## src/hw/sdg_pkg.sv

```systemverilog
package sdg_pkg;
  // register byte addresses (printed offsets are indices, not all multiples of four)
  localparam logic [7:0] REG_GENERAL_CONFIG_IDX = 8'h00;
  localparam logic [7:0] REG_GEARING_FACTOR_IDX = 8'h12;
  localparam logic [7:0] REG_ACTUAL_POSITION_IDX = 8'h21;
  localparam logic [7:0] REG_STATUS_IDX = 8'h0f;
  localparam logic [9:0] ADDR_GENERAL_CONFIG = {REG_GENERAL_CONFIG_IDX, 2'b00};
  localparam logic [9:0] ADDR_GEARING_FACTOR = {REG_GEARING_FACTOR_IDX, 2'b00};
  localparam logic [9:0] ADDR_ACTUAL_POSITION = {REG_ACTUAL_POSITION_IDX, 2'b00};
  localparam logic [9:0] ADDR_STATUS = {REG_STATUS_IDX, 2'b00};
  // general_config fields
  localparam int STEP_SEL_LSB = 6;
  localparam int DIR_INV_BIT = 8;
  localparam logic [31:0] GENERAL_CONFIG_RESET = 32'h0000_0000;
  localparam logic [31:0] GENERAL_CONFIG_MASK = 32'h0400_03c0;
  localparam logic [31:0] GEARING_FACTOR_RESET = 32'h0100_0000;
  localparam logic [31:0] READ_UNMAPPED = 32'h0000_0000;
  localparam int FRAC_BITS = 24;
  localparam int GEAR_BITS = 32;
  // step output pulse timing, in ns and cycles at 10 MHz
  localparam int CLK_PERIOD_NS = 100;
  localparam int STEP_HIGH_NS = 200;
  localparam int STEP_HIGH_CYC = (STEP_HIGH_NS + CLK_PERIOD_NS - 1) / CLK_PERIOD_NS;
  localparam logic [7:0] STEP_HIGH_CNT = 8'(STEP_HIGH_CYC);
  localparam logic [7:0] STEP_LOW_CNT = 8'(STEP_HIGH_CYC);
  localparam logic [1:0] SEL_INTERNAL = 2'h0;
  localparam logic [1:0] SEL_RISING = 2'h1;
  localparam logic [1:0] SEL_FALLING = 2'h2;
  localparam logic [1:0] SEL_TOGGLE = 2'h3;

  typedef enum logic [1:0] {
    BUS_IDLE = 2'b00,
    BUS_ACK  = 2'b01
  } sdg_bus_state_t;

  typedef enum logic [1:0] {
    PULSE_IDLE = 2'b00,
    PULSE_HIGH = 2'b01,
    PULSE_LOW  = 2'b11
  } sdg_pulse_state_t;

  typedef struct packed {
    logic [9:0]  address;
    logic        read;
    logic        write;
    logic [31:0] writedata;
    logic [3:0]  byteenable;
  } sdg_avs_req_t;

  typedef struct packed {
    logic [31:0] readdata;
    logic        waitrequest;
  } sdg_avs_rsp_t;
endpackage

```

## src/hw/sdg_pin_sync.sv

```systemverilog
`timescale 1ns/1ps
module sdg_pin_sync
  import sdg_pkg::*;
(
  // clock and reset
  input  wire logic clk,
  input  wire logic rst,
  // pin in, filtered level out
  input  wire logic pinIn,
  output logic      level
);
  typedef struct packed {
    logic s1;
    logic s2;
    logic s3;
    logic lvl;
  } sdg_sync_state_t;

  sdg_sync_state_t st;
  sdg_sync_state_t next_st;

  always_comb begin
    next_st = st;
    next_st.s1 = pinIn;
    next_st.s2 = st.s1;
    next_st.s3 = st.s2;
    // change counts only once second and third stages agree
    if (st.s2 == st.s3) begin
      next_st.lvl = st.s3;
    end
  end

  always_ff @(posedge clk or posedge rst) begin
    if (rst) begin
      st <= '0;
    end else begin
      st <= next_st;
    end
  end

  assign level = st.lvl;
endmodule

```

## src/hw/sdg_step_dir_input_gearing.sv

```systemverilog
// The Avalon-MM register port was left to the implementer.
`timescale 1ns/1ps
// Function
// - nonzero step select disables internal stepping, uses external step input
// - select 01 counts each rising edge of the step input
// - select 10 counts each falling edge of the step input
// - select 11 counts every step input transition
// - invert bit clear: low direction input means negative direction
// - invert bit set: high direction input means negative direction
// - gearing factor is signed 32 bits, 8 integer, 24 fraction
// - each counted external step adds gearing factor to accumulator
// - accumulator overflow makes one internal step, remainder kept
// - negative gearing factor inverts interpretation of input direction
// - magnitude above one may give a burst of output steps
module sdg_step_dir_input_gearing
  import sdg_pkg::*;
(
  // clock and reset
  input  wire logic         clk,
  input  wire logic         rst,
  // avalon-mm slave
  input  wire sdg_avs_req_t avsReq,
  output sdg_avs_rsp_t      avsRsp,
  // external step and direction pins
  input  wire logic         extStepIn,
  input  wire logic         extDirIn,
  // internal step generator request, used only when external select is zero
  input  wire logic         intStepReq,
  input  wire logic         intDirReq,
  // motor pins and internal generator enable
  output logic              stepOutPin,
  output logic              dirOutPin,
  output logic              intGenEnable
);
  typedef struct packed {
    sdg_bus_state_t   bus;
    logic [31:0]      readData;
    logic             waitReq;
    logic [31:0]      generalConfig;
    logic [31:0]      gearingFactor;
    logic [31:0]      accum;
    logic [31:0]      actualPosition;
    logic             stepPrev;
    logic [7:0]       pendPos;
    logic [7:0]       pendNeg;
    logic             overrun;
    sdg_pulse_state_t pulse;
    logic [7:0]       pulseCnt;
    logic             pulseDir;
    logic             stepOut;
    logic             dirOut;
    logic             genEnable;
  } sdg_state_t;

  sdg_state_t st;
  sdg_state_t next_st;
  logic       stepLvl;
  logic       dirLvl;

  sdg_pin_sync u_step_sync (
    .clk   (clk),
    .rst   (rst),
    .pinIn (extStepIn),
    .level (stepLvl)
  );

  sdg_pin_sync u_dir_sync (
    .clk   (clk),
    .rst   (rst),
    .pinIn (extDirIn),
    .level (dirLvl)
  );

  logic [1:0]  stepSel;
  logic        dirInv;
  logic        extMode;
  logic        extStep;
  logic        inPositive;
  logic        gearNeg;
  logic [31:0] magnitude;

  always_comb begin
    stepSel = st.generalConfig[STEP_SEL_LSB +: 2];
    dirInv = st.generalConfig[DIR_INV_BIT];
    extMode = (stepSel != SEL_INTERNAL);
    gearNeg = st.gearingFactor[GEAR_BITS-1];
    extStep = 1'b0;
    case (stepSel)
      SEL_RISING: begin
        extStep = stepLvl & ~st.stepPrev;
      end
      SEL_FALLING: begin
        extStep = ~stepLvl & st.stepPrev;
      end
      SEL_TOGGLE: begin
        extStep = stepLvl ^ st.stepPrev;
      end
      default: begin
        extStep = 1'b0;
      end
    endcase
    // polarity, negative when level equals invert bit
    inPositive = (dirLvl != dirInv);
    // sign of factor flips input direction
    if (gearNeg) begin
      inPositive = ~inPositive;
    end
    magnitude = gearNeg ? (~st.gearingFactor + 32'h0000_0001) : st.gearingFactor;
  end

  // integer part of an overflow is the number of whole internal steps
  logic [7:0] stepsNow;
  logic [31:0] accNext;
  always_comb begin
    stepsNow = 8'h00;
    accNext = st.accum;
    if (inPositive) begin
      accNext = {8'h00, st.accum[FRAC_BITS-1:0]} + {8'h00, magnitude[FRAC_BITS-1:0]};
      stepsNow = magnitude[GEAR_BITS-1:FRAC_BITS] + {7'h00, accNext[FRAC_BITS]};
    end else begin
      accNext = {8'h00, st.accum[FRAC_BITS-1:0]} - {8'h00, magnitude[FRAC_BITS-1:0]};
      stepsNow = magnitude[GEAR_BITS-1:FRAC_BITS] + {7'h00, accNext[GEAR_BITS-1]};
    end
    accNext = {8'h00, accNext[FRAC_BITS-1:0]};
  end

  always_comb begin
    next_st = st;
    next_st.stepPrev = stepLvl;
    // external select turns off internal generator
    next_st.genEnable = ~extMode;

    // bus slave, one wait cycle then answer
    next_st.waitReq = 1'b1;
    case (st.bus)
      BUS_IDLE: begin
        if (avsReq.read | avsReq.write) begin
          next_st.bus = BUS_ACK;
          next_st.waitReq = 1'b0;
          case (avsReq.address)
            ADDR_GENERAL_CONFIG: next_st.readData = st.generalConfig;
            ADDR_GEARING_FACTOR: next_st.readData = st.gearingFactor;
            ADDR_ACTUAL_POSITION: next_st.readData = st.actualPosition;
            ADDR_STATUS: next_st.readData = {29'h0, st.overrun, st.pulse != PULSE_IDLE,
                                             extMode};
            default: next_st.readData = READ_UNMAPPED;
          endcase
        end
      end
      BUS_ACK: begin
        next_st.bus = BUS_IDLE;
        // write lands at the edge where waitrequest is seen low
        if (avsReq.write) begin
          for (int b = 0; b < 4; b++) begin
            if (avsReq.byteenable[b]) begin
              if (avsReq.address == ADDR_GENERAL_CONFIG) begin
                next_st.generalConfig[8*b +: 8] = avsReq.writedata[8*b +: 8]
                                                 & GENERAL_CONFIG_MASK[8*b +: 8];
              end
              if (avsReq.address == ADDR_GEARING_FACTOR) begin
                next_st.gearingFactor[8*b +: 8] = avsReq.writedata[8*b +: 8];
              end
            end
          end
        end
      end
      default: begin
        next_st.bus = BUS_IDLE;
      end
    endcase

    // add factor on each external step, keep fractional remainder
    if (extMode && extStep) begin
      next_st.accum = accNext;
      if (inPositive) begin
        if ({1'b0, st.pendPos} + {1'b0, stepsNow} > 9'h0ff) begin
          next_st.overrun = 1'b1;
          next_st.pendPos = 8'hff;
        end else begin
          next_st.pendPos = st.pendPos + stepsNow;
        end
      end else begin
        if ({1'b0, st.pendNeg} + {1'b0, stepsNow} > 9'h0ff) begin
          next_st.overrun = 1'b1;
          next_st.pendNeg = 8'hff;
        end else begin
          next_st.pendNeg = st.pendNeg + stepsNow;
        end
      end
    end

    // pending steps leave as a paced burst
    case (st.pulse)
      PULSE_IDLE: begin
        next_st.stepOut = 1'b0;
        if (extMode && (st.pendPos != 8'h00 || st.pendNeg != 8'h00)) begin
          next_st.pulseDir = (st.pendPos != 8'h00);
          next_st.dirOut = (st.pendPos != 8'h00);
          next_st.pulse = PULSE_HIGH;
          next_st.pulseCnt = STEP_HIGH_CNT;
          next_st.stepOut = 1'b1;
          if (st.pendPos != 8'h00) begin
            next_st.pendPos = next_st.pendPos - 8'h01;
            next_st.actualPosition = st.actualPosition + 32'h0000_0001;
          end else begin
            next_st.pendNeg = next_st.pendNeg - 8'h01;
            next_st.actualPosition = st.actualPosition - 32'h0000_0001;
          end
        end else if (!extMode && intStepReq) begin
          next_st.dirOut = intDirReq;
          next_st.pulse = PULSE_HIGH;
          next_st.pulseCnt = STEP_HIGH_CNT;
          next_st.stepOut = 1'b1;
          next_st.actualPosition = intDirReq ? st.actualPosition + 32'h0000_0001
                                             : st.actualPosition - 32'h0000_0001;
        end
      end
      PULSE_HIGH: begin
        next_st.pulseCnt = st.pulseCnt - 8'h01;
        if (st.pulseCnt == 8'h01) begin
          next_st.stepOut = 1'b0;
          next_st.pulse = PULSE_LOW;
          next_st.pulseCnt = STEP_LOW_CNT;
        end
      end
      PULSE_LOW: begin
        next_st.pulseCnt = st.pulseCnt - 8'h01;
        if (st.pulseCnt == 8'h01) begin
          next_st.pulse = PULSE_IDLE;
        end
      end
      default: begin
        next_st.pulse = PULSE_IDLE;
        next_st.stepOut = 1'b0;
      end
    endcase
  end

  always_ff @(posedge clk or posedge rst) begin
    if (rst) begin
      st <= '0;
      st.bus <= BUS_IDLE;
      st.waitReq <= 1'b1;
      st.generalConfig <= GENERAL_CONFIG_RESET;
      st.gearingFactor <= GEARING_FACTOR_RESET;
      st.pulse <= PULSE_IDLE;
      st.genEnable <= 1'b1;
    end else begin
      st <= next_st;
    end
  end

  assign avsRsp.readdata = st.readData;
  assign avsRsp.waitrequest = st.waitReq;
  assign stepOutPin = st.stepOut;
  assign dirOutPin = st.dirOut;
  assign intGenEnable = st.genEnable;
endmodule

```

## config.mk

```make
export PLATFORM = sky130hd
export DESIGN_NAME = sdg_step_dir_input_gearing
export DESIGN_NICKNAME = d
export VERILOG_FILES = /design/src/hw/sdg_pkg.sv /design/src/hw/sdg_pin_sync.sv /design/src/hw/sdg_step_dir_input_gearing.sv
export SDC_FILE = /design/constraint.sdc
export NUM_CORES = 1
export LEC_CHECK = 0
export BUFFER_PORTS_ARGS = -buffer_cell sky130_fd_sc_hd__buf_2
export CAP_MARGIN = 20
export CORE_MARGIN = 8
export CORE_UTILIZATION = 62
export CTS_CLUSTER_SIZE = 40
export DETAILED_ROUTE_END_ITERATION = 10
export PLACE_DENSITY_LB_ADDON = 0.2
export SLEW_MARGIN = 0
export SYNTH_ARGS = -nofsm -noshare
export SYNTH_HDL_FRONTEND = slang
export SYNTH_SLANG_ARGS = --single-unit
```

## constraint.sdc

```tcl
create_clock -name clk -period 7.45 [get_ports clk]
set_input_delay 1.8625 -clock clk [delete_from_list [all_inputs] [get_ports clk]]
set_output_delay 1.8625 -clock clk [all_outputs]
set_load 0.01 [all_outputs]
```

# Yosys cells after proc, flatten, opt, wreduce, memory -nomap -nowiden
# Index checks and enable logic that the tools add are counted.
[word_totals] ff_bits=167 input_bits=54 out_inout_bits=36 wordCells=136
[op_classes] addsub=14 magnitude_cmp=2 n_eq_ne=18 muxes=35 bitwise_logic=10 n_reduce_logical=28
[ops] operator="$mux W32" count=5
[ops] operator="$pmux W32 S4" count=1
[ops] operator="$add A32 B1 Y32 const B" count=2
[ops] operator="$mux W8" count=7
[ops] operator="$mux W35" count=1
[ops] operator="$mux W16" count=2
[ops] operator="$not A32 Y32" count=1
[ops] operator="$sub A32 B1 Y32 const B" count=1
[ops] operator="$mux W10" count=3
[ops] operator="$reduce_and A4 Y1" count=7
[ops] operator="$add A24 B24 Y25" count=1
[ops] operator="$sub A24 B24 Y25" count=1
[ops] operator="$mux W24" count=1
[ops] operator="$pmux W8 S3" count=1
[ops] operator="$sub A8 B1 Y8 const B" count=3
[ops] operator="$add A8 B8 Y9" count=2
[ops] operator="$gt A9 B8 Y1 const B" count=2
[ops] operator="$mux W17" count=1
[ops] operator="$add A8 B1 Y8" count=2
[ops] operator="$add A8 B8 Y8" count=2
[ops] operator="$reduce_bool A8 Y1" count=2
[ops] operator="$eq A10 B6 Y1 const B" count=1
[ops] operator="$eq A10 B7 Y1 const B" count=1
[ops] operator="$eq A10 B8 Y1 const B" count=1
[ops] operator="other kinds (25)" count=56

# Depth between registers and ports, before layout
# Gate-level depths: netlist of the first run.
[logic_depth] depth_word=15 ltp_mapped=35 mapped_depth_nobuf=33

# Hierarchy
# From an unflattened synthesis of the first run, not the netlist that was laid out.
[hier_totals] cells_unflattened=1343 area_unflattened_um2=11980.2
[by_module_without_submodules] module="sdg_step_dir_input_gearing" n_inst=1 cells_per_inst=1331 area_each_um2=11750.0 seq_area_each_um2=3957.5
[by_module_without_submodules] module="sdg_pin_sync" n_inst=2 cells_per_inst=6 area_each_um2=115.1 seq_area_each_um2=100.1

# Worst setup path before layout of the first run
# No wires, ideal clock.
[synth_timing] path_type="reg-to-reg" start="register st[109] (netlist bit)" end="register st[29] (netlist bit)" setup_ps=129 arrival_time_ps=6268 required_time_ps=7321 path_slack_ps=1053 stages_incl_launch_ff=33 path_buffers=1 synth_period_minus_slack_ps=6397 cell_sequence="dfrtp_1 -> or4_1 -> nor3_1 -> nand2_1 -> o21ai_0 -> xnor2_1 -> ha_1 -> nor4_1 -> o21ai_0 -> a31oi_1 -> nor3_1 -> a221oi_1 -> o21ai_0 -> o211ai_1 -> o211ai_1 -> ha_1 -> ha_1 -> nand2b_1 -> nor2_1 -> xnor2_1 -> ha_1 -> nand2_1 -> o21bai_1 -> a21boi_0 -> o21ai_0 -> clkbuf_1 -> nand3_1 -> o21ai_0 -> ha_1 -> nand2_1 -> nor3_1 -> nand3_1 -> xor2_1"
[synth_rtl] item="start, declared" line_no="sdg_step_dir_input_gearing.sv:55" source="sdg_state_t st;"
[synth_rtl] item="start signal, assigned" line_no="sdg_step_dir_input_gearing.sv:249" source="st <= next_st;"

==> reports/metrics.csv, run 1 <==
metric;value;unit
critPathKind;reg -> reg;
fin_util;68.34;%
worst_hold_slack;0.3520;ns
relSlewSlack;27.97;%
min-delay-start;u_dir_sync.next_st[2];
layout-drive-gt1-share;15.50;%
syn_area;11970;um^2
die-width;155.0;um
cts_sinks;166;
fillers;1565;
drc;0;
avgSynthCellArea;8.772;um^2
synth_edf_count;0;
synth-seq-cells;166;
dpl-instance-area;12380;um^2
cp_slowest_stage_delay;0.61;ns
cp-end-kind;flip-flop;
cp_data_arrival_time;7.21;ns
io_pins;90;
finalHoldViolations;0;
hp-class;reg -> reg;
critical_path.startpoint_type;flip-flop;
worst_setup_hold_path_clk_slew;0.07;ns
finalInstanceArea;13130;um^2
cts_buffer_depth;2;
cts_resized;0;
synth_nets;1503;
power_density;180.1;nW/um^2
grt_overflow_total;0;
post_drt_via_cell_ratio;6.260;
drv_slew;0;
min_period;6.894;ns
worstHoldEndpoint;u_dir_sync.next_st[1];
cpMaxStageDelayCell;or4_1;
crit_fanout;11;
post_cts.repair.setup_buffers;0;
crit_family;simple AND/OR/NAND/NOR gates;
rows;51;
drt_iter0_markers;939;
setup-violations-final;0;
die-height;155.0;um
grt_pass1_wl;51900;um
period_share;92.54;%
wl_per_cell;19.43;um
combinationalPowerShare;18.6;%
max_freq;145.0;MHz
cts_root_buffer;clkbuf_16;
p_switching;0.7662;mW
routed_wl;32470;um
tightest_slew;1.080;ns
synth-async-reset-ratio;100.0;%
min_path_cells;0;
r2r_end;st[29];
synth_ff_type;dfrtp_1;
r2r-start;st[98];
skew;0.01318;ns
crit_buf_inv;1;
netSwitchingFraction;32.41;%
ys_seq_area_share;34.72;%
finalNetCount;1531;
cp.required;7.77;ns
timing.max_cap.violations;0;
dpl.hpwl;23720;um
dr_total_vias;10460;
vdd_drop_max;0.0001513;V
numCtsBuffers;17;
clk_latency;0.44;ns
ys_types;84;
ant_nets;0;
antenna_found_initial;0;
area_growth;9.623;%
dieArea;24020;um^2
r2r_cells;32;
grt_max_degree;93;
reg2reg_slack;0.56;ns
cts_tree;done;
grt_pass1_vias;9852;
clockPowerShare;39.1;%
cell_internal_pwr;1.598;mW
multi_input_area;7179;um^2
p_total;2.364;mW
htree_levels;4;
first_pass_iters;5;
cts_hold_buf;0;
synthCells;1365;
yosysWarnings;0;
pwr-share-seq;42.3;%
leakagePower;6.079;nW
start_util;62.34;%
track_usage;26.89;%
core;19210;um^2
antenna_cells;0;
port_buffers;89;
status;completed;
place_congestion;0.9028;
ff_latch_area;4158;um^2
-- worst max path at each step --
| stage | depth (start not counted) | slack [ns] | end | start |
|---|---|---|---|---|
| global route | 32 | -0.01 | st[29] | st[98] |
| global placement | 32 | 0.63 | st[29] | st[109] |
| CTS | 32 | 0.23 | st[29] | st[109] |
| detailed placement | 32 | 0.30 | st[29] | st[109] |
| floorplan | 32 | 1.05 | st[29] | st[109] |
| finish | 32 | 0.56 | st[29] | st[98] |
-- per-layer routing --
layer | GRT usage, % | vias up | share of wire (%)
li1 | - | 4937 | -
met1 | 36.45 | 5046 | 44
met2 | 41.75 | 403 | 46
met3 | 4.272 | 74 | 6.0
met4 | 12.18 | 0 | 3.8
met5 | 0 | - | 0
-- per-stage QoR --
stage / instances / worst slack (ns) / TNS [ns]
2_1_floorplan: 1365 / 1.053 / 0
3_3_place_gp: 1637 / 0.6339 / 0
3_5_place_dp: 1637 / 0.3018 / 0
4_1_cts: 1669 / 0.2344 / 0
5_1_grt: 1671 / -0.01249 / -0.01249
6_report: 1671 / 0.5556 / 0
-- worst register-to-register path, delay by kind of cell (launching register included) --
family	cells	cell delay [ns]
AO/OA/AOI/OAI	11	1.77
AND/OR/NAND/NOR	12	2.33
XOR/XNOR	3	0.63
buffers and inverters	1	0.19
flip-flops	1	0.50
adder cells (fa/ha/maj)	5	1.35
-- power by group through the flow --
stage	logic [mW]	registers, mW	clock network, mW
2_1_floorplan	0.327	1.00	0
3_3_place_gp	0.417	1.01	0
3_5_place_dp	0.425	1.01	0
4_1_cts	0.427	0.997	0.933
5_1_grt	0.492	1.01	0.968
6_report	0.440	0.999	0.925
-- cell type report --
type,instances,area share [%]
tap,265,2.526
timing repair buffer,103,4.375
clock inverter,15,1.563
multi-input combinational,1039,54.69
inverter,66,1.925
clock buffer,17,3.241
sequential,166,31.67
-- cells in the final DEF (no fill, tap or decap), types with 8 or more instances in the layout --
cell	netlist	layout
a21oi_1	60	60
a21o_1	15	15
and2_1	10	10
clkbuf_16	0	17
nand3_1	33	33
and3_1	11	11
o211ai_1	9	9
nor4_1	19	17
nand4_1	10	10
nor2_1	105	104
xnor2_1	72	69
o31ai_1	11	11
ha_1	80	80
nor2b_1	11	11
dfrtp_1	163	163
nand2b_1	13	13
xor2_1	45	45
a31oi_1	20	20
or3_1	17	17
nand2_1	121	121
or4_1	11	11
inv_1	66	65
nor3_1	45	40
mux2_2	36	36
o21ai_0	111	111
buf_2	2	89
o21bai_1	8	8
a22oi_1	25	25
buf_4	33	12
-- Yosys cell counts, drive strengths merged (5+ instances only) --
library cell	count	area share, %
a21o	15	0.94
o22ai	5	0.26
a22oi	25	1.6
dfrtp	163	34
o31ai	11	0.69
nor2b	11	0.57
nand2b	13	0.68
o211ai	9	0.56
a222oi	7	0.59
inv	66	2.1
nor3	46	2.0
nand4	10	0.52
nor2	106	3.3
clkbuf	55	1.7
o21ai	114	4.8
or3	18	0.95
nor3b	5	0.31
ha	80	8.4
mux2i	6	0.50
xnor2	72	5.3
nor4	19	0.99
and3	12	0.64
nand3	33	1.4
xor2	45	3.3
nand3b	6	0.38
and2	10	0.52
nand2	121	3.8
a31o	5	0.37
a31oi	20	1.0
o21bai	8	0.50
o41ai	8	0.59
a21oi	61	2.6
o311ai	6	0.44
a211oi	5	0.31
and4	6	0.44
a22o	5	0.37
or2	8	0.42
or4	14	0.97
mux2	36	3.4
buf	39	2.3
o21a	5	0.31
-- flip-flops by register name, summed over array words and instances (netlist names) --
register	cells
avsRsp	33
dirInv	1
dirOutPin	1
gearNeg	1
intGenEnable	1
st	120
stepOutPin	1
u_dir_sync.level	1
u_dir_sync.next_st	2
u_dir_sync.st	1
u_step_sync.level	1
u_step_sync.next_st	2
u_step_sync.st	1
-- logic make-up (layout without fill, tap and decap cells) --
family / count (synthesis) / count (layout) / share of synthesized area (%)
compound gates: 344 / 344 / 18.60
xor+xnor: 117 / 117 / 8.558
fa+ha+maj: 86 / 86 / 9.195
buf+inv: 160 / 201 / 6.134
flops: 166 / 166 / 34.72
mux: 42 / 42 / 3.887
simple gates: 450 / 450 / 18.90
Note: power is estimated with default switching activity, not from simulation.
==> run 2: changes to the inputs <==
--- a/config.mk
+++ b/config.mk
@@ -11,6 +11,7 @@
 export CORE_UTILIZATION = 62
 export CTS_CLUSTER_SIZE = 40
 export DETAILED_ROUTE_END_ITERATION = 10
+export MAX_ROUTING_LAYER = met4
 export PLACE_DENSITY_LB_ADDON = 0.2
 export SLEW_MARGIN = 0
 export SYNTH_ARGS = -nofsm -noshare
==> run 2 against run 1 <==
  * Global-route usage up 0.70 points
  * First-iteration DRC count down 3.6%
  * Critical endpoint unchanged
  * Worst setup slack lost 0.0068 ns
  * Hold slack lost 0.00051 ns
  * Final area barely moved
  * Via count down 0.44%
  * Non-clock buffer count up 2
  * Wire length fell by 1.7%
  * Power shrank 0.57%
  * Register-to-register slack hardly changed
  * Die area did not move
  * Largest power group unchanged
==> reports/metrics.csv, run 2 (synthesized netlist as in run 1, its figures left out) <==
metric;value;unit
status;completed;
layout_common_cells;dfrtp_1 (163), nand2_1 (121), o21ai_0 (111);
fillers;1525;
cts_tree;done;
min-delay-start;u_dir_sync.next_st[2];
grt_setup_unrepaired;no;
finalHoldViolations;0;
power_density;179.2;nW/um^2
finalNetCount;1533;
io_pins;90;
numCtsBuffers;17;
post_drt_via_cell_ratio;6.225;
track_usage;27.58;%
antenna_cells;0;
cpMaxStageDelayCell;or4_1;
port_buffers;89;
dieArea;24020;um^2
core;19210;um^2
setup-violations-final;0;
leakagePower;6.068;nW
wl_per_cell;19.08;um
grt_pass1_wl;51470;um
cts_sinks;166;
drt_iter0_markers;905;
grt_overflow_total;0;
cell_internal_pwr;1.596;mW
cp-end-kind;flip-flop;
r2r-start;st[98];
start_util;62.34;%
htree_levels;4;
worst_setup_hold_path_clk_slew;0.07;ns
crit_fanout;11;
max_freq;144.9;MHz
cp_data_arrival_time;7.22;ns
clockPowerShare;38.8;%
period_share;92.63;%
tightest_slew;1.001;ns
dpl.hpwl;23670;um
cp.required;7.77;ns
routed_wl;31920;um
min_period;6.901;ns
p_switching;0.7545;mW
critical_path.startpoint_type;flip-flop;
crit_path_start;st[98];
timing.max_cap.violations;0;
first_pass_iters;6;
cts_hold_buf;0;
critPathKind;reg -> reg;
hp-class;reg -> reg;
largest_reg_flops;120;
p_total;2.350;mW
mostFrequentLayoutCell;dfrtp_1;
die-height;155.0;um
netSwitchingFraction;32.10;%
combinationalPowerShare;18.7;%
grt_pass1_vias;9687;
relSlewSlack;33.28;%
place_congestion;0.9127;
antenna_found_initial;0;
grt_max_degree;82;
cts_root_buffer;clkbuf_16;
cts_buffer_depth;2;
die-width;155.0;um
ant_nets;0;
top_register;st;
post_cts.repair.setup_buffers;0;
skew;0.01220;ns
clk_latency;0.44;ns
pwr-share-seq;42.5;%
vdd_drop_max;0.0001709;V
area_growth;9.540;%
dr_total_vias;10414;
drc;0;
rows;51;
drv_slew;0;
tns;0;ns
layout-drive-gt1-share;15.27;%
post-place-ws;0.3620;ns
timing.final.ws_setup;0.5488;ns
cp_slowest_stage_delay;0.59;ns
run 2: worst max-delay path, delay by kind of cell, from the launching register on:
kind / cells / cell delay, ns
buffers and inverters: 1 / 0.20
AND/OR/NAND/NOR: 12 / 2.24
AO/OA/AOI/OAI: 11 / 1.86
XOR/XNOR: 3 / 0.69
adder cells (fa/ha/maj): 5 / 1.34
flip-flops: 1 / 0.47
run 2: what timing repair did:
action / in CTS / in global routing
resized for setup: 0 / 7
setup endpoints to repair: 0 / 8
hold endpoints to repair: 0 / 0
run 2: per-stage QoR:
| stage | hold WS (ns) | utilization (%) | instances | cell area (um^2) |
|---|---|---|---|---|
| final | 0.3515 | 68.29 | 1673 | 13120 |
| after global routing | 0.3540 | 68.29 | 1673 | 13120 |
| after CTS | 0.3517 | 67.76 | 1670 | 13020 |
| after detailed placement | 0.3347 | 64.50 | 1638 | 12390 |
| after global placement | 0.3355 | 64.50 | 1638 | 12390 |
| after floorplan | 0.3312 | - | 1365 | 11970 |
run 2: power groups by stage:
stage | Combinational, mW | Sequential, mW | Clock [mW]
floorplan | 0.327 | 1.00 | 0
global placement | 0.417 | 1.01 | 0
detailed placement | 0.424 | 1.01 | 0
CTS | 0.428 | 0.997 | 0.923
global route | 0.495 | 1.01 | 0.960
finish | 0.439 | 0.999 | 0.912
run 2: worst paths after layout:
check | cells past startpoint | slack (ns) | to
max reg2reg | 32 | 0.55 | st[29]
min | 0 | 0.35 | u_dir_sync.next_st[1]
min in group asynchronous | 2 | 1.38 | st[19]
max in group asynchronous | 3 | 5.04 | st[31]
min reg2reg | 0 | 0.35 | u_dir_sync.next_st[1]
max | 32 | 0.55 | st[29]
run 2: cell type report:
| type | instances | area (um^2) | area share, % |
|---|---|---|---|
| clock buffer | 17 | 425.4 | 3.243 |
| inverter | 66 | 252.7 | 1.927 |
| sequential | 166 | 4158 | 31.70 |
| multi-input combinational | 1039 | 7139 | 54.43 |
| timing repair buffer | 105 | 609.3 | 4.646 |
| tap | 265 | 331.6 | 2.528 |
| clock inverter | 15 | 200.2 | 1.526 |
run 2: layer usage:
layer / track usage, % / part of all wire (%) / vias up
met5: - / 0 / -
met4: 9.239 / 2.8 / 0
met2: 42.59 / 46 / 371
met3: 4.050 / 5.8 / 61
li1: - / - / 4937
met1: 36.78 / 45 / 5045
